`src/dtc_params.svh`:
```
// Field positions, widths, reset values and timing counts of the timer unit
`ifndef DTC_PARAMS_SVH
`define DTC_PARAMS_SVH
`define DTC_CPU_CLOCKS_PER_MC 6
`define DTC_MC_CNT_W 3
`define DTC_MODE_W 8
`define DTC_MODE_RESET 8'h00
`define DTC_CTRL_RESET 8'h00
`define DTC_MODE_T0_LO 0
`define DTC_MODE_T0_HI 1
`define DTC_MODE_T0_CT 2
`define DTC_MODE_T0_GATE 3
`define DTC_MODE_T1_LO 4
`define DTC_MODE_T1_HI 5
`define DTC_CTRL_RUN0 4
`define DTC_CTRL_OVF0 5
`define DTC_CTRL_RUN1 6
`define DTC_CTRL_OVF1 7
`define DTC_BYTE_RESET 8'h00
`define DTC_M0_LOW_MASK 8'h1F
`endif

```
`src/dtc_pkg.sv`:
```
// Types shared by the timer unit
package dtc_pkg;
    typedef enum logic [1:0] {
        DTC_MODE13,
        DTC_MODE16,
        DTC_MODE8R,
        DTC_MODESPLIT
    } dtc_mode_t;
    typedef logic [7:0] dtc_byte_t;
endpackage

```
`src/dtc_counter.sv`:
```
// Increment helper for one 8-bit count byte with carry
`timescale 1ns/1ps
module dtc_counter (
    input wire logic [7:0] val,
    input wire logic [7:0] mask,
    output logic [7:0] nxt,
    output logic carry
);
    import dtc_pkg::*;
    logic [8:0] sum;
    always_comb begin
        sum = {1'b0, val & mask} + 9'h001;
        nxt = sum[7:0];
        carry = ((val & mask) == mask);
    end
endmodule

```
`src/dtc_mc_gen.sv`:
```
// Machine cycle strobe generator and count input edge sampler
`timescale 1ns/1ps
`include "dtc_params.svh"
module dtc_mc_gen (
    input wire logic mclk,
    input wire logic rst,
    input wire logic pin_in,
    output logic mc_tick,
    output logic fall_seen
);
    import dtc_pkg::*;
    logic [`DTC_MC_CNT_W-1:0] div_q;
    logic sync1_q;
    logic sync2_q;
    logic samp_q;
    ////////////////////////////////////////////////////////////////
    always_ff @(posedge mclk) begin
        if (rst || div_q == `DTC_MC_CNT_W'(`DTC_CPU_CLOCKS_PER_MC - 1)) begin
            div_q <= '0;
        end else begin
            div_q <= div_q + `DTC_MC_CNT_W'(1);
        end
    end
    always_ff @(posedge mclk) begin
        if (rst) begin
            mc_tick <= 1'b0;
        end else begin
            mc_tick <= (div_q == `DTC_MC_CNT_W'(`DTC_CPU_CLOCKS_PER_MC - 1));
        end
    end
    ////////////////////////////////////////////////////////////////
    always_ff @(posedge mclk) begin
        sync1_q <= pin_in;
        sync2_q <= sync1_q;
    end
    // One sample per machine cycle; a fall is high then low
    always_ff @(posedge mclk) begin
        if (rst) begin
            samp_q <= 1'b1;
            fall_seen <= 1'b0;
        end else if (div_q == `DTC_MC_CNT_W'(`DTC_CPU_CLOCKS_PER_MC - 1)) begin
            samp_q <= sync2_q;
            fall_seen <= samp_q & ~sync2_q;
        end
    end
endmodule

```
`src/dtc_top.sv`:
```
// Dual timer/counter unit with overflow toggle output
//
// Functional notes
// - Timer function counts once per machine cycle of six clocks.
// - Counter function samples count pin each machine cycle, counts falls.
// - New count shows in cycle after fall detection.
// - Counter-select bit picks timer or event counting for timer zero.
// - Two mode bits pick one of four modes per timer.
// - Mode zero is 13-bit: high byte plus low five bits.
// - Rollover to zero sets the timer overflow flag.
// - Timer zero runs when run bit set and gate clear or pin high.
// - Setting run bit never alters count bytes.
// - Mode one uses all sixteen bits.
// - Mode two low byte overflows and reloads from high byte.
// - Timer one in mode three halts as if run bit clear.
// - Split mode low byte uses timer zero controls and pin.
// - Split mode high byte counts cycles, uses timer one run and flag.
// - Split mode timer one runs outside its mode three, no flag.
// - Option inverts count pin on each timer zero overflow; an overflow in the first cycle of the option only drives the pin high.
// - Port two mode bit enables toggle; pin starts high.
`timescale 1ns/1ps
`include "dtc_params.svh"
module dtc_top (
    input wire logic mclk,
    input wire logic rst,
    input wire logic [7:0] timer_mode_reg,
    input wire logic run_bit_zero,
    input wire logic run_bit_one,
    input wire logic ovf_clr_zero,
    input wire logic ovf_clr_one,
    input wire logic toggle_out_enable,
    input wire logic ext_irq_zero_pin,
    input wire logic count_in_pin_zero_i,
    input wire logic wr_high_zero,
    input wire logic wr_low_zero,
    input wire logic wr_high_one,
    input wire logic wr_low_one,
    input wire dtc_pkg::dtc_byte_t wr_data,
    output dtc_pkg::dtc_byte_t count_high_byte_zero,
    output dtc_pkg::dtc_byte_t count_low_byte_zero,
    output dtc_pkg::dtc_byte_t count_high_byte_one,
    output dtc_pkg::dtc_byte_t count_low_byte_one,
    output logic overflow_flag_zero,
    output logic overflow_flag_one,
    output logic count_in_pin_zero_o,
    output logic count_in_pin_zero_oe
);
    import dtc_pkg::*;

    function automatic dtc_mode_t mode_of(input logic hi, input logic lo);
        mode_of = dtc_mode_t'({hi, lo});
    endfunction

    logic mc_tick;
    logic fall_seen;
    logic gate_sync1_q;
    logic gate_sync2_q;
    dtc_mode_t mode0;
    dtc_mode_t mode1;
    logic ev0;
    logic run0;
    logic run1;
    logic inc0;
    logic inc_h0;
    logic inc1;
    logic [7:0] low_mask0;
    logic [7:0] low_mask1;
    logic [7:0] l0_n;
    logic [7:0] h0_n;
    logic [7:0] l1_n;
    logic [7:0] h1_n;
    logic l0_c;
    logic h0_c;
    logic l1_c;
    logic h1_c;
    logic ovf0;
    logic ovf1;
    logic ovf_h0;
    logic tog_en_q;

    ////////////////////////////////////////////////////////////////
    dtc_mc_gen u_mc (
        .mclk(mclk),
        .rst(rst),
        .pin_in(count_in_pin_zero_i),
        .mc_tick(mc_tick),
        .fall_seen(fall_seen)
    );

    always_ff @(posedge mclk) begin
        gate_sync1_q <= ext_irq_zero_pin;
        gate_sync2_q <= gate_sync1_q;
    end

    ////////////////////////////////////////////////////////////////
    always_comb begin
        mode0 = mode_of(timer_mode_reg[`DTC_MODE_T0_HI], timer_mode_reg[`DTC_MODE_T0_LO]);
        mode1 = mode_of(timer_mode_reg[`DTC_MODE_T1_HI], timer_mode_reg[`DTC_MODE_T1_LO]);
        // Fall is flagged at the detection point together with mc_tick, so count lands next cycle
        ev0 = timer_mode_reg[`DTC_MODE_T0_CT] ? fall_seen : 1'b1;
        run0 = run_bit_zero
            & (~timer_mode_reg[`DTC_MODE_T0_GATE] | gate_sync2_q);
        inc0 = mc_tick & run0 & ev0;
        inc_h0 = mc_tick & run_bit_one & (mode0 == DTC_MODESPLIT);
        // Timer one borrows its run bit only when not split
        run1 = (mode1 != DTC_MODESPLIT)
            & ((mode0 == DTC_MODESPLIT) | run_bit_one);
        inc1 = mc_tick & run1;
        low_mask0 = (mode0 == DTC_MODE13) ? `DTC_M0_LOW_MASK : 8'hFF;
        low_mask1 = (mode1 == DTC_MODE13) ? `DTC_M0_LOW_MASK : 8'hFF;
    end

    dtc_counter u_l0 (.val(count_low_byte_zero), .mask(low_mask0), .nxt(l0_n), .carry(l0_c));
    dtc_counter u_h0 (.val(count_high_byte_zero), .mask(8'hFF), .nxt(h0_n), .carry(h0_c));
    dtc_counter u_l1 (.val(count_low_byte_one), .mask(low_mask1), .nxt(l1_n), .carry(l1_c));
    dtc_counter u_h1 (.val(count_high_byte_one), .mask(8'hFF), .nxt(h1_n), .carry(h1_c));

    always_comb begin
        unique case (mode0)
            DTC_MODE13, DTC_MODE16: ovf0 = inc0 & l0_c & h0_c;
            DTC_MODE8R, DTC_MODESPLIT: ovf0 = inc0 & l0_c;
        endcase
        unique case (mode1)
            DTC_MODE13, DTC_MODE16: ovf1 = inc1 & l1_c & h1_c;
            DTC_MODE8R: ovf1 = inc1 & l1_c;
            DTC_MODESPLIT: ovf1 = 1'b0;
        endcase
        ovf_h0 = inc_h0 & h0_c;
    end

    ////////////////////////////////////////////////////////////////
    // Software write wins over a same-cycle increment; run bit touches no byte
    always_ff @(posedge mclk) begin
        if (rst) begin
            count_low_byte_zero <= `DTC_BYTE_RESET;
        end else if (wr_low_zero) begin
            count_low_byte_zero <= wr_data;
        end else if (inc0) begin
            if (mode0 == DTC_MODE8R && l0_c) begin
                count_low_byte_zero <= count_high_byte_zero;
            end else begin
                count_low_byte_zero <= l0_n;
            end
        end
    end

    always_ff @(posedge mclk) begin
        if (rst) begin
            count_high_byte_zero <= `DTC_BYTE_RESET;
        end else if (wr_high_zero) begin
            count_high_byte_zero <= wr_data;
        end else if (mode0 == DTC_MODESPLIT) begin
            if (inc_h0) begin
                count_high_byte_zero <= h0_n;
            end
        end else if (inc0 && l0_c && (mode0 != DTC_MODE8R)) begin
            count_high_byte_zero <= h0_n;
        end
    end

    always_ff @(posedge mclk) begin
        if (rst) begin
            count_low_byte_one <= `DTC_BYTE_RESET;
        end else if (wr_low_one) begin
            count_low_byte_one <= wr_data;
        end else if (inc1) begin
            if (mode1 == DTC_MODE8R && l1_c) begin
                count_low_byte_one <= count_high_byte_one;
            end else begin
                count_low_byte_one <= l1_n;
            end
        end
    end

    always_ff @(posedge mclk) begin
        if (rst) begin
            count_high_byte_one <= `DTC_BYTE_RESET;
        end else if (wr_high_one) begin
            count_high_byte_one <= wr_data;
        end else if (inc1 && l1_c && (mode1 != DTC_MODE8R)) begin
            count_high_byte_one <= h1_n;
        end
    end

    ////////////////////////////////////////////////////////////////
    // Set beats clear so an overflow in the clearing cycle survives
    always_ff @(posedge mclk) begin
        if (rst) begin
            overflow_flag_zero <= 1'b0;
        end else if (ovf0) begin
            overflow_flag_zero <= 1'b1;
        end else if (ovf_clr_zero) begin
            overflow_flag_zero <= 1'b0;
        end
    end

    // In split mode the high byte of timer zero owns this flag
    always_ff @(posedge mclk) begin
        if (rst) begin
            overflow_flag_one <= 1'b0;
        end else if ((mode0 == DTC_MODESPLIT) ? ovf_h0 : ovf1) begin
            overflow_flag_one <= 1'b1;
        end else if (ovf_clr_one) begin
            overflow_flag_one <= 1'b0;
        end
    end

    ////////////////////////////////////////////////////////////////
    always_ff @(posedge mclk) begin
        if (rst) begin
            tog_en_q <= 1'b0;
            count_in_pin_zero_o <= 1'b1;
            count_in_pin_zero_oe <= 1'b0;
        end else begin
            tog_en_q <= toggle_out_enable;
            count_in_pin_zero_oe <= toggle_out_enable;
            if (toggle_out_enable && !tog_en_q) begin
                count_in_pin_zero_o <= 1'b1;
            end else if (toggle_out_enable && ovf0) begin
                count_in_pin_zero_o <= ~count_in_pin_zero_o;
            end
        end
    end
endmodule

```
`config.mk`:
```
export PLATFORM = sky130hd
export DESIGN_NAME = dtc_top
export DESIGN_NICKNAME = d
export VERILOG_FILES = /design/src/dtc_pkg.sv /design/src/dtc_counter.sv /design/src/dtc_mc_gen.sv /design/src/dtc_top.sv
export VERILOG_INCLUDE_DIRS = /design/src /design/src/src
export SDC_FILE = /design/constraint.sdc
export NUM_CORES = 1
export LEC_CHECK = 0
export BUFFER_PORTS_ARGS = -buffer_cell sky130_fd_sc_hd__buf_2
export CELL_PAD_IN_SITES_DETAIL_PLACEMENT = 1
export CELL_PAD_IN_SITES_GLOBAL_PLACEMENT = 2
export CORE_MARGIN = 10
export CORE_UTILIZATION = 31
export DETAILED_ROUTE_END_ITERATION = 8
export PLACE_DENSITY_LB_ADDON = 0.25
export SYNTH_ARGS = -nofsm -noshare
export SYNTH_HDL_FRONTEND = slang
export SYNTH_SLANG_ARGS = --single-unit
export TNS_END_PERCENT = 5
```
`constraint.sdc`:
```
create_clock -name mclk -period 2.65 [get_ports mclk]
set_input_delay 0 -clock mclk [delete_from_list [all_inputs] [get_ports mclk]]
set_output_delay 0 -clock mclk [all_outputs]
set_load 0.03 [all_outputs]
```
# [Word level (Yosys, flattened, before mapping)]
# Index checks and enable logic that the tools add are counted.
[totals] regBits=46 inputBits=29 output_inout_bits=36 word_cells=101
[op_classes] add_sub_neg=5 eq_ne=15 mux=22 bitwise_logic=20 n_reduce_logical=23
[op_table] cell="8-bit 2-to-1 mux" n=14
[op_table] cell="8-bit by 1-bit adder with 8-bit output (second input constant)" n=4
[op_table] cell="8-bit AND" n=2
[op_table] cell="8-bit equality test" n=2
[op_table] cell="8-bit equality test (second input constant)" n=2
[op_table] cell="1-bit AND" n=13
[op_table] cell="2-bit nonzero test" n=5
[op_table] cell="2-bit equality test (second input constant)" n=4
[op_table] cell="1-bit logical AND" n=8
[op_table] cell="2-bit OR reduction" n=4
[op_table] cell="1-bit 2-to-1 mux" n=6
[op_table] cell="2-bit != test (second input constant)" n=3
[op_table] cell="2-bit by 1-bit equality test with 1-bit output (second input constant)" n=2
[op_table] cell="2-bit zero test" n=2
[op_table] cell="3-bit by 1-bit adder with 3-bit output (second input constant)" n=1
[op_table] cell="3-bit equality test (second input constant)" n=1
[op_table] cell="3-bit != test (second input constant)" n=1
[op_table] cell="1-bit inverter" n=3
[op_table] cell="1-bit case mux with 3 select lines" n=1
[op_table] cell="3-bit nonzero test" n=1
[op_table] cell="1-bit OR" n=2
[op_table] cell="1-bit case mux with 2 select lines" n=1
[op_table] cell="2-bit AND reduction" n=1
[op_table] cell="1-bit zero test" n=1
[op_table] cell="1-bit logical OR" n=1

# [Logic depth before layout (Yosys ltp)]
[logic_depth] ltp_word=10 mapped_depth=7 ltp_nobuf=6

# [Modules after synthesis]
# A second synthesis with hierarchy kept.
[hier_totals] hier_cells=410 area_unflattened_um2=3310.7
[modules_own_cells] module="dtc_top" n_inst=1 cells_each=231 area_per_inst_um2=2040.7 seq_area_each_um2=760.7
[modules_own_cells] module="dtc_counter" n_inst=4 cells_each=39 area_per_inst_um2=249.0 seq_area_each_um2=0.0
[modules_own_cells] module="dtc_mc_gen" n_inst=1 cells_each=23 area_per_inst_um2=274.0 seq_area_each_um2=160.2

# [Least setup slack after synthesis]
# No wires, ideal clock.
[synth_path] kind="flip-flop to flip-flop" startpoint="register count_low_byte_one[0]" endpoint="register count_high_byte_one[1]" setup_time_ps=128 arrival_time_ps=1949 required_time_ps=2522 slack_ps=574 path_stages_with_launch=7 path_buffers=0 period_less_slack_ps=2076 cell_sequence="dfxtp_1 -> ha_1 -> nand4_1 -> a2111oi_4 -> mux2_4 -> mux2i_1 -> nor2_1"
[synth_via] elab_chain_len=5
[synth_lines] element="start, declared" line_no="dtc_top.sv:42" text="output dtc_pkg::dtc_byte_t count_low_byte_one,"
[synth_lines] element="start signal, assigned" line_no="dtc_top.sv:163" text="count_low_byte_one <= `DTC_BYTE_RESET;"
[synth_lines] element="start signal, assigned" line_no="dtc_top.sv:165" text="count_low_byte_one <= wr_data;"
[synth_lines] element="start signal, assigned" line_no="dtc_top.sv:168" text="count_low_byte_one <= count_high_byte_one;"
[synth_lines] element="8-bit AND" line_no="dtc_counter.sv:14" text="carry = ((val & mask) == mask);"
[synth_lines] element="8-bit equality test" line_no="dtc_counter.sv:14"
[synth_lines] element="1-bit logical AND (2 in a row)" line_no="dtc_top.sv:180" text="end else if (inc1 && l1_c && (mode1 != DTC_MODE8R)) begin"
[synth_lines] element="2-bit nonzero test (no source line)"
[synth_lines] element="end signal, assigned" line_no="dtc_top.sv:177" text="count_high_byte_one <= `DTC_BYTE_RESET;"
[synth_lines] element="end signal, assigned" line_no="dtc_top.sv:179" text="count_high_byte_one <= wr_data;"
[synth_lines] element="end signal, assigned" line_no="dtc_top.sv:181" text="count_high_byte_one <= h1_n;"
[synth_lines] element="end, declared" line_no="dtc_top.sv:41" text="output dtc_pkg::dtc_byte_t count_high_byte_one,"
# No other way between the ends.
# A chain may end at the register's enable or synchronous reset.

# [Final worst setup path]
[layout_path] startpoint="register count_low_byte_zero[0]" endpoint="register count_high_byte_zero[0]"
[layout_via] elab_chain_len=6
[layout_lines] element="start, declared" line_no="dtc_top.sv:40" text="output dtc_pkg::dtc_byte_t count_low_byte_zero,"
[layout_lines] element="start signal, assigned" line_no="dtc_top.sv:135" text="count_low_byte_zero <= `DTC_BYTE_RESET;"
[layout_lines] element="start signal, assigned" line_no="dtc_top.sv:137" text="count_low_byte_zero <= wr_data;"
[layout_lines] element="start signal, assigned" line_no="dtc_top.sv:140" text="count_low_byte_zero <= count_high_byte_zero;"
[layout_lines] element="8-bit AND" line_no="dtc_counter.sv:14"
[layout_lines] element="8-bit equality test" line_no="dtc_counter.sv:14"
[layout_lines] element="1-bit logical AND (2 in a row)" line_no="dtc_top.sv:156" text="end else if (inc0 && l0_c && (mode0 != DTC_MODE8R)) begin"
[layout_lines] element="3-bit nonzero test (no source line)"
[layout_lines] element="2-bit AND reduction (no source line)"
[layout_lines] element="end signal, assigned" line_no="dtc_top.sv:151" text="count_high_byte_zero <= wr_data;"
[layout_lines] element="end signal, assigned" line_no="dtc_top.sv:154" text="count_high_byte_zero <= h0_n;"
[layout_lines] element="end signal, assigned" line_no="dtc_top.sv:157" text="count_high_byte_zero <= h0_n;"
[layout_lines] element="end, declared" line_no="dtc_top.sv:39" text="output dtc_pkg::dtc_byte_t count_high_byte_zero,"
# No other way between the ends.

==> metrics <==
Final GP Congestion about 0.8; Ys Warns 0; fin area 0.00322 mm²; # rows 33; Lkg Pwr approximately 0.0013 µW; first-pass GRT wire length 14400 µm; number of max-cap violations 0; DP Wirelength between 6000 and 7000 µm; Max clock buf depth 2; area leader, netlist dfxtp_1; Cell Area, Synth around 0.0027 mm²; Data arrival, critical path 2310 ps; Crit Path Class reg2reg; Place WS about 540 ps; Mapped Cells approximately 320; PD cells slightly above 500 mW/mm²; initial antenna violation count 0; I/O Buffers 62; Sw Ratio a little under a third; post-route ant nets 0; Final Hold Viols 0; fill count 1017; DR vias between 2k and 3k; WL met2 between 3000 and 4000 µm; chip width 113 µm; wire length on met3 about 500 µm; DRC errors left 0; initial core utilization between 30 and 40%; most frequent cells in the layout buf_2, dfxtp_1, a21oi_1; number of global-route vias before repair around 2.8k; switching pwr slightly above 500 µW; WHS around 22 ps; Clk pwr share around 34%; status complete, no violations; drt via density 5.47; layout cell share with drive strength beyond 1 a little under a quarter; worst r2r src count_low_byte_zero[0]$_SDFFE_PP0P_; clk_lat worst skew around 300 ps; min Tclk post-route ~2100 ps; total grt overflow 0; sequential fraction of the synthesis area between 30% and 40%; Crit path required time about 2800 ps; clk root buf clkbuf_8; Worst setup EP type flop; Iteration-0 DRC Markers 101; # nets final 416; Syn Nets roughly 360; Post-CTS Setup Repair Bufs 0; Worst Tran Pin Value roughly 900 ps; reg-to-reg slack, setup between 500 and 600 ps; Worst R2R Path Depth 6; Hold Path Stages 3; clock sinks 46; Synth Register Bits 46; Internal between 1000 and 1500 µW; Worst slew margin between 40% and 50%; worst hold endpoint count_low_byte_one[6]$_SDFFE_PP0P_; GRT Total Usage between 10 and 15%; Clock transition at path regs about 100 ps; clock skew 7.34 ps; core area 0.00830 mm²; Avg Cell Area, Syn 8.32 µm²; sequential power share between 40% and 50%; number of flops mapped to enable cells by yosys 0; setup violators final 0; CTS tree yes; H-Tree Depth 2; die area between 0.01 and 0.015 mm²; Startpoint Class flop; Die Y 113 µm; combinational share of power 17.3%; drt pass-1 iters 4; Hold Startpoint wr_data[6]; ys async rst share 0%; setup TNS after final layout 0 ps; io pins between 60 and 70; most common cell after layout, fill and taps aside buf_2; pin count of the biggest net entering global routing 48; uppermost routed layer met4; routed length on met1 4420 µm; Distinct cells, synth 60; area added between synthesis and finish 20.5%; Max FO, Critical Path 15; ranking of synthesized cells by area dfxtp_1, a21oi_1, xnor2_1, nor3b_1, nor2_1; f_max around 0.47 GHz; final period utilization roughly four fifths; top cell type's share of synthesized area approximately a third; CTS buffer count 5; post-DR wirelength/cell about 18 µm; Area after DPL about 0.003 mm²; Hold Path Class in2reg; RSZ-0062 raised after global routing no; diode count 0; final WL between 8000 and 9000 µm; PnR worst setup slack between 500 and 600 ps; most common flop cell mapped by yosys dfxtp_1; worst IR drop on VDD approximately 280 µV; Critical R2R Capture count_high_byte_zero[0]$_SDFFE_PP0P_; max-slew violation count 0
## Yosys cell counts, types with 3 or more instances
| cell | instances |
|---|---|
| a211oi_1 | 3 |
| a21o_1 | 3 |
| a21oi_1 | 33 |
| a221oi_1 | 4 |
| a31o_2 | 3 |
| a31oi_1 | 8 |
| and3_1 | 4 |
| buf_1 | 3 |
| clkbuf_1 | 11 |
| dfxtp_1 | 46 |
| ha_1 | 6 |
| inv_1 | 17 |
| mux2i_1 | 5 |
| nand2_1 | 18 |
| nand2b_1 | 3 |
| nand3_1 | 9 |
| nand4_1 | 10 |
| nor2_1 | 21 |
| nor2b_1 | 4 |
| nor3_1 | 5 |
| nor3b_1 | 11 |
| nor4_1 | 3 |
| o21a_1 | 6 |
| o21ai_0 | 14 |
| o22ai_1 | 7 |
| o31a_1 | 4 |
| or3_1 | 9 |
| xnor2_1 | 10 |
| xor2_1 | 4 |
## layout make-up
type / count / area, µm² / area share [%]
tap: 105 / 131 / 4.08
inverter: 17 / 63.8 / 1.98
clock buffer: 6 / 72.6 / 2.26
multi-input combinational: 240 / 1600 / 49.8
sequential: 46 / 921 / 28.6
clock inverter: 2 / 37.5 / 1.17
timing repair buffer: 71 / 390 / 12.1
## worst max path at each step
stage | endpoint | from
after global placement | count_high_byte_one[1]$_SDFFE_PP0P_ | count_low_byte_one[0]$_SDFFE_PP0P_
after detailed placement | count_high_byte_one[1]$_SDFFE_PP0P_ | count_low_byte_one[1]$_SDFFE_PP0P_
final | count_high_byte_zero[0]$_SDFFE_PP0P_ | count_low_byte_zero[0]$_SDFFE_PP0P_
after global routing | count_high_byte_zero[6]$_SDFFE_PP0P_ | count_low_byte_zero[0]$_SDFFE_PP0P_
after floorplan | count_high_byte_one[1]$_SDFFE_PP0P_ | count_low_byte_one[0]$_SDFFE_PP0P_
after CTS | count_high_byte_one[1]$_SDFFE_PP0P_ | count_low_byte_one[1]$_SDFFE_PP0P_
## metal layers
layer,vias up,track usage (%)
li1,1317,-
met2,53,21.3
met1,1288,18.4
met5,-,0
met3,5,3.49
met4,0,2.79
## repair_timing
action / 4_1_cts / 5_1_grt
resized for setup: 0 / 0
hold buffers: 5 / 0
endpoints found under the hold margin: 6 / 0
## cell families (layout without fill, tap and decap cells)
kind of cell | Yosys count | count (layout) | share of synthesized area, %
simple gates | 109 | 109 | 23.6
compound gates | 104 | 104 | 26.1
flops | 46 | 46 | 34.5
buf+inv | 35 | 96 | 5.57
xor+xnor | 14 | 14 | 4.59
mux | 7 | 7 | 2.86
fa+ha+maj | 6 | 6 | 2.81
## power groups by stage
stage	clock network, µW	logic (µW)	registers, µW
after floorplan	0	131	849
after global placement	0	275	803
after detailed placement	0	278	804
after CTS	561	284	788
after global routing	586	308	796
final	553	280	788
## flip-flops by register name (all words and copies together), names as in the netlist, 3 cells and up
| name | cells |
|---|---|
| count_high_byte_one | 8 |
| count_high_byte_zero | 8 |
| count_low_byte_one | 8 |
| count_low_byte_zero | 8 |
| u_mc.div_q | 3 |
## worst max-delay path, cell delays in order (launching register included)
cell      delay (ps)
dfxtp_1          360
ha_1             260
and4_4           230
nor4b_4          130
a21boi_2         560
nor4_1            90
or3_1            390
## metrics by stage
stage | utilization (%) | total power (µW) | cells
after CTS | 38.8 | 1630 | 487
after global routing | 38.8 | 1690 | 487
after detailed placement | 36.8 | 1080 | 474
after global placement | 36.8 | 1080 | 474
after floorplan | - | 980 | 321
final | 38.8 | 1620 | 487
Note: power is estimated with default switching activity, not from simulation.
